File: src/hdl/ufe_pkg.sv
package ufe_pkg;
    // apb register byte offsets
    localparam logic [7:0] CTRL_ONE_OFS   = 8'h00; // serial_control_one
    localparam logic [7:0] CTRL_TWO_OFS   = 8'h04; // serial_control_two
    localparam logic [7:0] DIVISOR_OFS    = 8'h08; // baud_divisor
    localparam logic [7:0] STATUS_OFS     = 8'h0c; // status, read only
    localparam logic [7:0] HOLD_OFS       = 8'h10; // transmit holding register, write only

    // serial_control_one fields
    localparam int SERIAL_ENABLE_BIT      = 7;
    localparam int NINE_BIT_SELECT_BIT    = 6;
    localparam int PARITY_ENABLE_BIT      = 5;
    localparam int PARITY_ODD_BIT         = 4;
    localparam int TWO_STOP_BIT           = 3;
    localparam int SEND_BREAK_BIT         = 2;
    localparam int TRANSMIT_NINTH_BIT     = 0;
    localparam logic [7:0] CTRL_ONE_RESET = 8'h00;

    // serial_control_two fields
    localparam int TRANSMIT_ENABLE_BIT    = 7;
    localparam int RECEIVE_ENABLE_BIT     = 6;
    localparam int BAUD_HIGH_SPEED_BIT    = 5;
    localparam logic [7:0] CTRL_TWO_RESET = 8'h00;
    localparam logic [7:0] DIVISOR_RESET  = 8'h00;

    // status fields
    localparam int TX_EMPTY_BIT           = 0;
    localparam int TX_IDLE_BIT            = 1;
    localparam int RX_IDLE_BIT            = 2;
    localparam int RX_AVAIL_BIT           = 3;
    localparam int OVERRUN_BIT            = 4;
    localparam int FRAMING_BIT            = 5;
    localparam int PARITY_ERR_BIT         = 6;
    localparam int NOISE_BIT              = 7;
    localparam int RX_LEVEL_BIT           = 8;

    // baud generator prescale terminal counts
    localparam logic [5:0] PRESCALE_LOW_TC  = 6'h3f; // divide by 64
    localparam logic [5:0] PRESCALE_HIGH_TC = 6'h0f; // divide by 16

    // frame lengths in bit times
    localparam logic [4:0] START_BITS     = 5'h01;
    localparam logic [4:0] DATA_BITS_8    = 5'h08;
    localparam logic [4:0] DATA_BITS_9    = 5'h09;
    localparam logic [4:0] BREAK_LOW_BITS = 5'h0e; // start bit plus 13 zeros

    typedef enum logic [1:0] {
        UFE_TX_IDLE,
        UFE_TX_WAIT,
        UFE_TX_SEND
    } ufe_tx_state_e;
endpackage : ufe_pkg

File: src/hdl/ufe_uart.sv
// Overview of operation
// nrz frame: start, 8/9 data, 1/2 stop
// even, odd or no parity selectable
// reset format is 8 data, no parity, 1 stop
// data bits sent lsb first
// one format and baud shared by both directions
// 8-bit divisor, low speed fclk/(64(n+1))
// high speed gives fclk/(16(n+1))
// pins owned when serial, tx, rx enabled
// tx rests high when no frame
// serial disable releases pins, empties buffers
// disable clears/sets listed flags, keeps config
// disable aborts activity, re-enable keeps config
// nine-bit mode msb from ninth-bit field
// parity or address takes last data bit
// stop count independent of data length
// every frame carries stop bits
// shifter reloads only after stop bit sent
// start needs data and baud tick
// write with shifter empty loads it directly
// transmit disable aborts, resets, releases pin
// shift register not software visible
// empty flag set when holding register free
// parity covers preceding data bits
// divisor reloads, tick every n+1 prescales
//
// The address map and the APB interface to the registers were left to the implementer.
`timescale 1ns/1ns
`default_nettype none

module ufe_uart (
    // clock and reset
    input  wire logic        core_clk,
    input  wire logic        rst_n,
    // apb slave
    input  wire logic        psel,
    input  wire logic        penable,
    input  wire logic        pwrite,
    input  wire logic [7:0]  paddr,
    input  wire logic [31:0] pwdata,
    output logic             pready,
    output logic [31:0]      prdata,
    output logic             pslverr,
    // serial pins
    output logic             tx_out,
    output logic             tx_oe,
    input  wire logic        rx_in,
    output logic             rx_sel
);

    logic [7:0]          ctrl_one_r;
    logic [7:0]          ctrl_two_r;
    logic [7:0]          baud_divisor_r;
    logic [7:0]          hold_r;
    logic                hold_ninth_r;
    logic                hold_full_r;
    logic                tx_empty_flag_r;
    logic                tx_idle_flag_r;
    logic                ack_r;
    logic [31:0]         prdata_r;
    logic                rx_meta_r;
    logic                rx_sync_r;
    logic [5:0]          prescale_r;
    logic [7:0]          div_cnt_r;
    logic                baud_tick;
    logic [10:0]         tsr_r;
    logic                tsr_break_r;
    logic [4:0]          bit_cnt_r;
    logic [4:0]          frame_len;
    ufe_pkg::ufe_tx_state_e tx_state_r;

    // control fields
    logic serial_enable;
    logic nine_bit_select;
    logic parity_enable;
    logic parity_odd_even_select;
    logic two_stop_select;
    logic send_break;
    logic transmit_ninth_bit;
    logic transmit_enable;
    logic receive_enable;
    logic baud_high_speed;

    assign serial_enable          = ctrl_one_r[ufe_pkg::SERIAL_ENABLE_BIT];
    assign nine_bit_select        = ctrl_one_r[ufe_pkg::NINE_BIT_SELECT_BIT];
    assign parity_enable          = ctrl_one_r[ufe_pkg::PARITY_ENABLE_BIT];
    assign parity_odd_even_select = ctrl_one_r[ufe_pkg::PARITY_ODD_BIT];
    assign two_stop_select        = ctrl_one_r[ufe_pkg::TWO_STOP_BIT];
    assign send_break             = ctrl_one_r[ufe_pkg::SEND_BREAK_BIT];
    assign transmit_ninth_bit     = ctrl_one_r[ufe_pkg::TRANSMIT_NINTH_BIT];
    assign transmit_enable        = ctrl_two_r[ufe_pkg::TRANSMIT_ENABLE_BIT];
    assign receive_enable         = ctrl_two_r[ufe_pkg::RECEIVE_ENABLE_BIT];
    assign baud_high_speed        = ctrl_two_r[ufe_pkg::BAUD_HIGH_SPEED_BIT];

    // apb decode; one access cycle, answer prepared in the setup cycle
    logic acc;
    logic wr_acc;
    logic hit;
    logic tx_run;
    assign acc    = psel & penable & ack_r;
    assign wr_acc = acc & pwrite;
    assign hit    = (paddr == ufe_pkg::CTRL_ONE_OFS) | (paddr == ufe_pkg::CTRL_TWO_OFS) |
                    (paddr == ufe_pkg::DIVISOR_OFS) | (paddr == ufe_pkg::STATUS_OFS) |
                    (paddr == ufe_pkg::HOLD_OFS);
    assign pready  = acc;
    assign pslverr = acc & ~hit;
    assign prdata  = prdata_r;
    assign tx_run  = serial_enable & transmit_enable;

    // writes to the holding register are inhibited while it still holds data
    logic hold_wr;
    assign hold_wr = wr_acc & (paddr == ufe_pkg::HOLD_OFS) & serial_enable & tx_empty_flag_r;

    // shifter free means a write goes straight into it
    logic tsr_free;
    assign tsr_free = (tx_state_r == ufe_pkg::UFE_TX_IDLE);

    always_ff @(posedge core_clk or negedge rst_n) begin
        if (!rst_n) begin
            ack_r <= 1'b0;
        end else begin
            ack_r <= psel & ~penable;
        end
    end

    // read data captured at the setup edge; shift register has no address
    always_ff @(posedge core_clk or negedge rst_n) begin
        if (!rst_n) begin
            prdata_r <= 32'h0000_0000;
        end else if (psel & ~penable & ~pwrite) begin
            prdata_r <= 32'h0000_0000;
            case (paddr)
                ufe_pkg::CTRL_ONE_OFS: prdata_r[7:0] <= ctrl_one_r;
                ufe_pkg::CTRL_TWO_OFS: prdata_r[7:0] <= ctrl_two_r;
                ufe_pkg::DIVISOR_OFS:  prdata_r[7:0] <= baud_divisor_r;
                ufe_pkg::STATUS_OFS: begin
                    // receiver is outside this block: its flags read cleared, idle set
                    prdata_r[ufe_pkg::TX_EMPTY_BIT] <= tx_empty_flag_r;
                    prdata_r[ufe_pkg::TX_IDLE_BIT]  <= tx_idle_flag_r;
                    prdata_r[ufe_pkg::RX_IDLE_BIT]  <= 1'b1;
                    prdata_r[ufe_pkg::RX_LEVEL_BIT] <= rx_sync_r;
                end
                default: prdata_r <= 32'h0000_0000;
            endcase
        end
    end

    // control one; clearing serial enable also drops send break
    always_ff @(posedge core_clk or negedge rst_n) begin
        if (!rst_n) begin
            ctrl_one_r <= ufe_pkg::CTRL_ONE_RESET;
        end else if (wr_acc & (paddr == ufe_pkg::CTRL_ONE_OFS)) begin
            ctrl_one_r <= pwdata[7:0];
            if (!pwdata[ufe_pkg::SERIAL_ENABLE_BIT]) begin
                ctrl_one_r[ufe_pkg::SEND_BREAK_BIT] <= 1'b0;
            end
        end
    end

    // control two; enables held clear while the port is off, speed bit kept
    always_ff @(posedge core_clk or negedge rst_n) begin
        if (!rst_n) begin
            ctrl_two_r <= ufe_pkg::CTRL_TWO_RESET;
        end else if (!serial_enable) begin
            ctrl_two_r[ufe_pkg::TRANSMIT_ENABLE_BIT] <= 1'b0;
            ctrl_two_r[ufe_pkg::RECEIVE_ENABLE_BIT]  <= 1'b0;
            if (wr_acc & (paddr == ufe_pkg::CTRL_TWO_OFS)) begin
                ctrl_two_r[ufe_pkg::BAUD_HIGH_SPEED_BIT] <= pwdata[ufe_pkg::BAUD_HIGH_SPEED_BIT];
            end
        end else if (wr_acc & (paddr == ufe_pkg::CTRL_TWO_OFS)) begin
            ctrl_two_r <= pwdata[7:0];
        end
    end

    // divisor survives disable so re-enable resumes the same rate
    always_ff @(posedge core_clk or negedge rst_n) begin
        if (!rst_n) begin
            baud_divisor_r <= ufe_pkg::DIVISOR_RESET;
        end else if (wr_acc & (paddr == ufe_pkg::DIVISOR_OFS)) begin
            baud_divisor_r <= pwdata[7:0];
        end
    end

    // rx pin passes two flops before anything reads it
    always_ff @(posedge core_clk or negedge rst_n) begin
        if (!rst_n) begin
            rx_meta_r <= 1'b1;
            rx_sync_r <= 1'b1;
        end else begin
            rx_meta_r <= rx_in;
            rx_sync_r <= rx_meta_r;
        end
    end

    // prescaler: 64 or 16 clocks, then the divisor counter; its tick drives only the transmit sequencer
    logic [5:0] prescale_tc;
    logic       prescale_end;
    assign prescale_tc  = baud_high_speed ? ufe_pkg::PRESCALE_HIGH_TC : ufe_pkg::PRESCALE_LOW_TC;
    assign prescale_end = (prescale_r == prescale_tc);
    assign baud_tick    = prescale_end & (div_cnt_r == 8'h00);

    always_ff @(posedge core_clk or negedge rst_n) begin
        if (!rst_n) begin
            prescale_r <= 6'h00;
        end else if (!serial_enable | prescale_end) begin
            prescale_r <= 6'h00;
        end else begin
            prescale_r <= prescale_r + 6'h01;
        end
    end

    // down counter reloads the divisor at terminal count
    always_ff @(posedge core_clk or negedge rst_n) begin
        if (!rst_n) begin
            div_cnt_r <= 8'h00;
        end else if (!serial_enable) begin
            div_cnt_r <= baud_divisor_r;
        end else if (prescale_end) begin
            div_cnt_r <= (div_cnt_r == 8'h00) ? baud_divisor_r : div_cnt_r - 8'h01;
        end
    end

    // data word with parity or address in the last data position
    logic [7:0] src_data;
    logic       src_ninth;
    logic       parity_bit;
    logic [8:0] tx_word;
    logic [4:0] stop_bits;
    logic [4:0] data_bits;

    always_comb begin
        src_data   = (tsr_free | hold_wr) ? pwdata[7:0] : hold_r; // a write at frame end skips holding
        src_ninth  = (tsr_free | hold_wr) ? transmit_ninth_bit : hold_ninth_r;
        // parity from only the bits ahead of it; odd select inverts the sense
        if (nine_bit_select) begin
            parity_bit = (^src_data) ^ parity_odd_even_select;
            tx_word    = {parity_enable ? parity_bit : src_ninth, src_data};
        end else begin
            parity_bit = (^src_data[6:0]) ^ parity_odd_even_select;
            tx_word    = {1'b1, parity_enable ? parity_bit : src_data[7], src_data[6:0]};
        end
    end

    // frame length follows data and stop counts separately
    assign data_bits = nine_bit_select ? ufe_pkg::DATA_BITS_9 : ufe_pkg::DATA_BITS_8;
    assign stop_bits = two_stop_select ? 5'h02 : 5'h01;
    assign frame_len = tsr_break_r ? ufe_pkg::BREAK_LOW_BITS + stop_bits
                                   : ufe_pkg::START_BITS + data_bits + stop_bits;

    logic last_bit;
    assign last_bit = baud_tick & (bit_cnt_r == frame_len - 5'h01);

    // holding register; emptied when the port is turned off, or when the transmitter is turned off while sending
    always_ff @(posedge core_clk or negedge rst_n) begin
        if (!rst_n) begin
            hold_r       <= 8'h00;
            hold_ninth_r <= 1'b0;
            hold_full_r  <= 1'b0;
        end else if (!tx_run & !(hold_wr & !transmit_enable)) begin
            if (!serial_enable | (tx_state_r == ufe_pkg::UFE_TX_SEND)) begin
                hold_full_r <= 1'b0;
            end
        end else if (hold_wr & !tsr_free & !(last_bit & tx_run & (tx_state_r == ufe_pkg::UFE_TX_SEND))) begin
            hold_r       <= pwdata[7:0];
            hold_ninth_r <= transmit_ninth_bit;
            hold_full_r  <= 1'b1;
        end else if (last_bit & (tx_state_r == ufe_pkg::UFE_TX_SEND)) begin
            hold_full_r <= 1'b0;
        end
    end

    // transmit flags: write clears, hardware setting wins over the write
    always_ff @(posedge core_clk or negedge rst_n) begin
        if (!rst_n) begin
            tx_empty_flag_r <= 1'b1;
            tx_idle_flag_r  <= 1'b1;
        end else if (!tx_run) begin
            tx_empty_flag_r <= ~hold_full_r | ~serial_enable;
            tx_idle_flag_r  <= 1'b1;
        end else begin
            if (last_bit & (tx_state_r == ufe_pkg::UFE_TX_SEND) & (hold_full_r | hold_wr)) begin
                tx_empty_flag_r <= 1'b1;
            end else if (hold_wr) begin
                tx_empty_flag_r <= tsr_free;
            end
            if (last_bit & (tx_state_r == ufe_pkg::UFE_TX_SEND)) begin
                tx_idle_flag_r <= 1'b1;
            end else if (hold_wr) begin
                tx_idle_flag_r <= 1'b0;
            end
        end
    end

    // transmit sequencer; leaving enable aborts and resets it at once
    always_ff @(posedge core_clk or negedge rst_n) begin
        if (!rst_n) begin
            tx_state_r  <= ufe_pkg::UFE_TX_IDLE;
            tsr_r       <= 11'h7ff;
            tsr_break_r <= 1'b0;
            bit_cnt_r   <= 5'h00;
        end else if (!serial_enable) begin
            tx_state_r <= ufe_pkg::UFE_TX_IDLE;
            bit_cnt_r  <= 5'h00;
        end else begin
            case (tx_state_r)
                ufe_pkg::UFE_TX_IDLE: begin
                    bit_cnt_r <= 5'h00;
                    if (hold_wr) begin
                        tsr_r       <= {1'b1, tx_word, 1'b0};
                        tsr_break_r <= 1'b0;
                        tx_state_r  <= ufe_pkg::UFE_TX_WAIT;
                    end else if (tx_run & send_break) begin
                        tsr_break_r <= 1'b1;
                        tx_state_r  <= ufe_pkg::UFE_TX_WAIT;
                    end
                end
                ufe_pkg::UFE_TX_WAIT: begin
                    // data may sit here until the transmitter is enabled
                    if (tx_run & baud_tick) begin
                        tx_state_r <= ufe_pkg::UFE_TX_SEND;
                    end
                end
                ufe_pkg::UFE_TX_SEND: begin
                    if (!transmit_enable) begin
                        tx_state_r <= ufe_pkg::UFE_TX_IDLE;
                        bit_cnt_r  <= 5'h00;
                    end else if (last_bit) begin
                        // reload only once the final stop bit has gone
                        bit_cnt_r <= 5'h00;
                        if (hold_full_r | hold_wr) begin
                            tsr_r       <= {1'b1, tx_word, 1'b0};
                            tsr_break_r <= 1'b0;
                        end else if (send_break) begin
                            tsr_break_r <= 1'b1;
                        end else begin
                            tx_state_r <= ufe_pkg::UFE_TX_IDLE;
                        end
                    end else if (baud_tick) begin
                        tsr_r     <= {1'b1, tsr_r[10:1]};
                        bit_cnt_r <= bit_cnt_r + 5'h01;
                    end
                end
                default: tx_state_r <= ufe_pkg::UFE_TX_IDLE;
            endcase
        end
    end

    // line level: high except while a frame shifts; stop bits fill with ones
    logic tx_bit;
    always_comb begin
        if ((tx_state_r != ufe_pkg::UFE_TX_SEND) | !tx_run) begin
            tx_bit = 1'b1;
        end else if (tsr_break_r) begin
            tx_bit = (bit_cnt_r >= ufe_pkg::BREAK_LOW_BITS);
        end else if (bit_cnt_r >= ufe_pkg::START_BITS + data_bits) begin
            tx_bit = 1'b1;
        end else begin
            tx_bit = tsr_r[0];
        end
    end

    // pin ownership; released pins revert to the shared function
    always_ff @(posedge core_clk or negedge rst_n) begin
        if (!rst_n) begin
            tx_out <= 1'b1;
            tx_oe  <= 1'b0;
            rx_sel <= 1'b0;
        end else begin
            tx_out <= tx_bit;
            tx_oe  <= tx_run;
            rx_sel <= serial_enable & receive_enable;
        end
    end

endmodule : ufe_uart

`default_nettype wire

File: config.mk
export PLATFORM = sky130hd
export DESIGN_NAME = ufe_uart
export DESIGN_NICKNAME = d
export VERILOG_FILES = /design/src/hdl/ufe_pkg.sv /design/src/hdl/ufe_uart.sv
export SDC_FILE = /design/constraint.sdc
export NUM_CORES = 1
export LEC_CHECK = 0
export ABC_AREA = 1
export BUFFER_PORTS_ARGS = -buffer_cell sky130_fd_sc_hd__buf_2
export CAP_MARGIN = 20
export CORE_UTILIZATION = 55
export CTS_CLUSTER_SIZE = 30
export DETAILED_ROUTE_END_ITERATION = 8
export PLACE_DENSITY = 0.8
export SYNTH_ARGS = -nofsm -noshare
export SYNTH_HDL_FRONTEND = slang
export SYNTH_SLANG_ARGS = --single-unit
File: constraint.sdc
create_clock -name core_clk -period 2.9 [get_ports core_clk]
set_clock_uncertainty 0.2 [all_clocks]
set_input_delay 0.145 -clock core_clk [delete_from_list [all_inputs] [get_ports core_clk]]
set_output_delay 0.145 -clock core_clk [all_outputs]
set_load 0.01 [all_outputs]
==> reports/metrics.yaml, run 1 <==
status: "finished clean"
path_common_cell: "nand2_1"
nNetsFinal: 713
slowest_delay_ps: 530
cap_violations: 0
hold_path_class: "in2reg"
synth_area_leaders: "dfrtp_1 36%, nand2_1 13%, dfstp_2 8.3%, o21ai_0 7.2%, inv_1 5.1%"
grt_pass1_vias: 3985
crit_chain: "dlygate4sd3_1 > buf_2 > nand3_1 > nor2_4 > nand3_4 > nand2_4 > nand2_1 > nand2_1 > inv_1 > nand2_1 > nand2_1 > nand2_1 > nand2_1 > nand2_1 > nand2_1 > nand2_1 > nand3_1 > a21oi_2"
final_area_sq_mm: 0.00529
antenna_found_initial: 0
wl_mm: 10.6
p_clk_share_pct: 23.6
p_sw_share_pct: 39.2
row_count: 33
synth_cell_types: 45
die-area_sq_mm: 0.00898
io_pins: 83
insertion_delay_ps: 360
area_growth_pct: 11.7
synth_edf_count: 0
power_leakage_nw: 2.61
grt_usage_pct: 25.8
path_buf_inv: 3
dp_hpwl_mm: 7.47
first_pass_iters: 5
grt_pass1_wl_mm: 18.0
setup_viol: 0
cp_top_family: "simple AND/OR/NAND/NOR gates"
ir_drop_uv: 410
grt_setup_unrepaired: "false"
critPathKind: "in2reg"
antenna_cells: 0
combinationalPowerShare_pct: 38.3
synthFlopType: "dfrtp_1"
worstSetupStartpointType: "input port"
ant_nets: 0
end_kind: "flip-flop"
seqPwrFrac_pct: 38.1
cts_buffer_depth: 2
gr-total-overflow: 0
clock_sinks: 83
fmax_ghz: 0.386
crit_arrival_ps: 2690
slew_viol_final: 0
cts_tree: "yes"
yosys.area.top_type: "dfrtp_1"
htree_levels: 3
crit_required_ps: 3000
post-route-min-period_ps: 2590
synth_top_area_share_pct: 35.9
worst_pin_slew_ps: 659
drive_gt1_share_pct: 15.1
path_max_fanout: 20
finalPower_mw: 3.92
num-fill-cells: 717
avgSynthCellArea_sq_um: 7.77
gp_congestion: 0.912
power.net_switching_mw: 1.54
cts_buffers: 9
fin_crit_sh_pct: 89.3
synth_area_sq_mm: 0.00473
place_area_sq_mm: 0.00490
crit_slowest_cell: "dlygate4sd3_1"
syn_inst: 609
powerDensity_mw_per_mm2: 741
coreArea_sq_mm: 0.00826
grt_max_degree: 84
relSlewSlack_pct: 55.7
synth_warnings: 0
viasPerCell: 5.44
route.vias.total: 4180
final_hold_viol_count: 0
die_width_um: 94.8
cts_setup_buffers: 0
ys_ff_latch: 83
portBuffers: 35
post_drt_wl_per_cell_um: 13.7
cts-root-buf: "clkbuf_8"
cell_internal_pwr_mw: 2.38
seq_area_frac_synth_pct: 44.3
tns_ps: 0
start_util_pct: 57.3
drc: 0
die-height_um: 94.8
synthArstFlopShare_pct: 100
path_clk_slew_ps: 90
drt_iter0_drc: 242
## flip-flops by register name, indices dropped and copies added, names as in the netlist
register and cells:
prdata 9, hold_ninth_r 1, tx_out 1, tx_idle_flag_r 1, hold_r 8, tx_oe 1, ctrl_one_r 8, rx_sel 1
bit_cnt_r 5, div_cnt_r 8, tx_empty_flag_r 1, ctrl_two_r 8, tx_state_r 2, rx_sync_r 1, prescale_r 6, tsr_break_r 1
ack_r 1, baud_divisor_r 8, hold_full_r 1, rx_meta_r 1, tsr_r 10
## worst paths after layout
| kind | from | cells after the start | to | slack, ps |
|---|---|---|---|---|
| worst max-delay path | penable | 18 | tsr_r[9] | 310 |
| worst min-delay path | paddr[2] | 4 | prdata[3] | 70 |
| worst max register to register | prescale_r[0] | 13 | tsr_break_r | 350 |
| worst min register to register | rx_meta_r | 0 | rx_sync_r | 160 |
| max in group asynchronous | rst_n | 4 | tsr_r[8] | 1400 |
| min in group asynchronous | rst_n | 3 | prdata[8] | 480 |
## layout by cell type (no fill, tap or decap), drive strengths merged, types with 9 or more instances in the layout
| master | n |
|---|---|
| ha | 9 |
| dfrtp | 68 |
| nor2 | 52 |
| buf | 41 |
| o21ai | 92 |
| clkbuf | 11 |
| dfstp | 15 |
| nand3 | 23 |
| conb | 23 |
| nand2 | 172 |
| dlygate4sd3 | 13 |
| a21oi | 18 |
| inv | 71 |
## Yosys cell counts, types with 2 or more instances
cell type and count:
a21oi_1 17, a221oi_1 5, a22o_1 3, buf_2 4, buf_4 24, buf_6 4
clkbuf_1 6, dfrtp_1 68, dfstp_2 15, ha_1 9, inv_1 64, inv_2 6
nand2_1 167, nand2_2 4, nand3_1 19, nand3_2 3, nand3b_1 4, nand3b_2 2
nand4_1 2, nor2_1 46, nor2_2 3, nor2_4 3, nor3_1 5, nor3b_1 5
nor4_1 3, o211ai_1 3, o21ai_0 68, o21ai_1 23, o22ai_1 4, or2_2 2
xor2_1 4
## logic make-up (layout without fill, tap and decap cells)
group / after synthesis / count (layout) / synth area share, %
adder cells (fa/ha/maj): 9 / 9 / 2.38
AND/OR/NAND/NOR: 272 / 272 / 25.8
other: 1 / 23 / 0.0792
buffers and inverters: 108 / 140 / 11.2
AO/OA/AOI/OAI: 131 / 131 / 15.3
flip-flops: 83 / 83 / 44.3
XOR/XNOR: 5 / 5 / 0.925
## metrics by stage
step	instances	setup WS (ps)	util (%)	hold WS (ps)
2_1_floorplan	631	747	-	-351
3_3_place_gp	738	375	59.3	51.5
3_5_place_dp	738	292	59.3	53.6
4_1_cts	766	253	63.4	72.3
5_1_grt	768	48.8	64.0	113
6_report	768	310	64.0	72.2
## power groups by stage
| stage | Clock, mW | Sequential (mW) | Combinational [mW] |
|---|---|---|---|
| global route | 0.981 | 1.52 | 1.71 |
| global placement | 0 | 1.50 | 1.38 |
| detailed placement | 0 | 1.51 | 1.45 |
| CTS | 0.936 | 1.49 | 1.47 |
| floorplan | 0 | 1.48 | 1.20 |
| finish | 0.925 | 1.49 | 1.50 |
## metal layers
metal	global-route usage, %	up-vias	wire length (um)
met2	43.2	142	5150
met4	11.4	0	290
met3	5.23	28	593
met5	0	-	0
li1	-	2037	-
met1	32.2	1973	4520
## tightest hold or removal path, stage by stage
cell     delay (ps)
buf_2           120
nor2_2          100
a21oi_1         150
o21ai_0          80
## area by class of cell
cell class              count  area, sq um  area share, %
repair buffers             54          373           7.05
flip-flops and latches     83         2100           39.6
inverters                  70          263           4.97
multi-input cells         440         2210           41.7
clock inverters             5         86.3           1.63
well taps                 105          131           2.49
clock buffers              11          131           2.49
## repair_timing
action                                  CTS  global route
endpoints found under the hold margin    98             6
gates resized for setup                   0             2
endpoints found under the setup margin    0             9
hold buffers                             12             1
No activity file was read; power rests on OpenSTA's default activity.
==> run 2: changes to the inputs <==
--- a/config.mk
+++ b/config.mk
@@ -8,10 +8,10 @@
 export ABC_AREA = 1
 export BUFFER_PORTS_ARGS = -buffer_cell sky130_fd_sc_hd__buf_2
 export CAP_MARGIN = 20
-export CORE_UTILIZATION = 55
+export CORE_UTILIZATION = 41
 export CTS_CLUSTER_SIZE = 30
 export DETAILED_ROUTE_END_ITERATION = 8
-export PLACE_DENSITY = 0.8
+export PLACE_DENSITY = 0.63
 export SYNTH_ARGS = -nofsm -noshare
 export SYNTH_HDL_FRONTEND = slang
 export SYNTH_SLANG_ARGS = --single-unit
==> run 2 against run 1 <==
Against the previous run: cell count grew 4.6%; sequential power is essentially flat; combinational power is essentially flat; first-iteration DRC count shrank 14%; fmax grew 2.2%; highest routed layer unchanged.
==> reports/metrics.yaml, run 2 (synthesis gave the netlist of run 1 again) <==
status: "finished clean"
insertion_delay_ps: 340  # -20 ps
powerDensity_mw_per_mm2: 776  # +4.7%
slowest_delay_ps: 370  # -160 ps
largest_reg_flops: 10  # unchanged
grt_usage_pct: 19.0  # -6.8 points
cp_top_family: "simple AND/OR/NAND/NOR gates"
grt_max_degree: 84  # unchanged
die_width_um: 109  # +15%
cts-root-buf: "clkbuf_16"
coreArea_sq_mm: 0.0110  # +34%
grt_setup_unrepaired: "false"
post_drt_wl_per_cell_um: 13.1  # -4.3%
power_leakage_nw: 2.66  # +1.9%
regMostFlops: "tsr_r"
relSlewSlack_pct: 60.7  # +5.0 points
final_hold_viol_count: 0  # unchanged
setup_viol: 0  # unchanged
clock_sinks: 83  # unchanged
crit_chain: "inv_1 > ha_1 > nor3b_1 > nand4_1 > a21oi_1 > nand4_2 > nand2_1 > inv_2 > nor4_1 > a21oi_2"
cts_buffers: 9  # unchanged
gp_congestion: 0.827  # -9.3%
layout_common_cells: "167 x nand2_1, 68 x o21ai_0, 68 x dfrtp_1, 64 x inv_1, 46 x nor2_1"
cts_setup_buffers: 0  # unchanged
antenna_cells: 0  # unchanged
antenna_found_initial: 0  # unchanged
post-route-min-period_ps: 2530  # -56.2 ps
cts_tree: "yes"
start_util_pct: 42.9  # -14 points
worst_pin_slew_ps: 584  # -74.9 ps
tns_ps: 0  # unchanged
first_pass_iters: 4  # -1
gr-total-overflow: 0  # unchanged
viasPerCell: 5.04  # -7.5%
die-area_sq_mm: 0.0120  # +33%
drc: 0  # unchanged
area_growth_pct: 14.7
cts_buffer_depth: 2  # unchanged
fmax_ghz: 0.395  # +2.2%
hold_path_class: "in2reg"
setup_slack_ps: 366  # +56.2 ps
worstSetupStartpointType: "flip-flop"
crit_arrival_ps: 2600  # -90 ps
end_kind: "flip-flop"
finalPower_mw: 4.21  # +7.6%
drive_gt1_share_pct: 15.1  # unchanged
slew_viol_final: 0  # unchanged
fin_crit_sh_pct: 87.4  # -1.9 points
htree_levels: 3  # unchanged
critPathKind: "reg2reg"
grt_pass1_vias: 3710  # -6.9%
path_buf_inv: 2  # -1
row_count: 38  # +15%
drt_iter0_drc: 207  # -14%
crit_slowest_cell: "dfrtp_1"
crit_required_ps: 2970  # -30 ps
wl_mm: 10.6  # about the same
ant_nets: 0  # unchanged
cap_violations: 0  # unchanged
fin_util_pct: 49.3  # -15 points
path_clk_slew_ps: 60  # -30 ps
whs_ps: 78.8  # +6.69 ps
nNetsFinal: 713  # unchanged
num-fill-cells: 1077  # +50%
portBuffers: 35  # unchanged
dp_hpwl_mm: 7.57  # +1.3%
die-height_um: 109  # +15%
ir_drop_uv: 532  # +30%
final_common_cell: "nand2_1"
grt_pass1_wl_mm: 17.4  # -3.3%
place_ws_ps: 264  # -28.1 ps
path_max_fanout: 9  # -55%
io_pins: 83  # unchanged
route.vias.total: 4044  # -3.3%
run 2: cell count changes in the layout (fill, tap and decap cells not counted):
cell       previous run  this run
clkinv_2              0         1
clkbuf_16             0         9
clkbuf_8              9         1
inv_6                 1         0
clkinv_4              2         1
run 2: cell type report:
class,instances,area (sq um),share of cell area (%)
multi-input combinational,440,2210,40.6
clock inverter,4,73.8,1.36
tap,140,175,3.22
timing repair buffer,54,373,6.86
inverter,70,263,4.84
clock buffer,12,246,4.54
sequential,83,2100,38.6
run 2: routing by layer:
metal	up-vias	GRT usage [%]	wire (um)
li1	2034	-	-
met1	1911	25.8	5090
met2	86	29.8	4820
met3	13	4.86	463
met4	0	5.62	182
met5	-	0	0
run 2: what timing repair did:
item,4_1_cts,5_1_grt
hold buffers,12,1
endpoints found under the setup margin,0,8
hold endpoints to repair,93,3
gates resized for setup,0,2
run 2: final timing paths:
kind	to	from	cells after the start	slack, ps
max	tsr_r[9]	div_cnt_r[0]	10	370
min	prdata[3]	paddr[2]	4	80
max reg2reg	tsr_r[9]	div_cnt_r[0]	10	370
min reg2reg	rx_sync_r	rx_meta_r	0	160
max in group asynchronous	tx_out	rst_n	4	1270
min in group asynchronous	prdata[1]	rst_n	3	590
run 2: where the power goes:
part,leakage [nW],total (mW),internal [mW],switching (mW)
Sequential,1.05,1.50,1.38,0.119
Clock,0.157,1.25,0.779,0.466
Combinational,1.46,1.47,0.515,0.958
Total,2.66,4.21,2.67,1.54
run 2: stage by stage:
step / instance area (sq um) / instances
detailed placement: 4940 / 773
global route: 5430 / 803
CTS: 5380 / 801
finish: 5430 / 803
floorplan: 4820 / 631
global placement: 4940 / 773
run 2: tightest hold or removal path, cell delays in order:
cell and delay [ps]:
buf_2 110, nor2_2 100, a21oi_1 140, o21ai_0 70
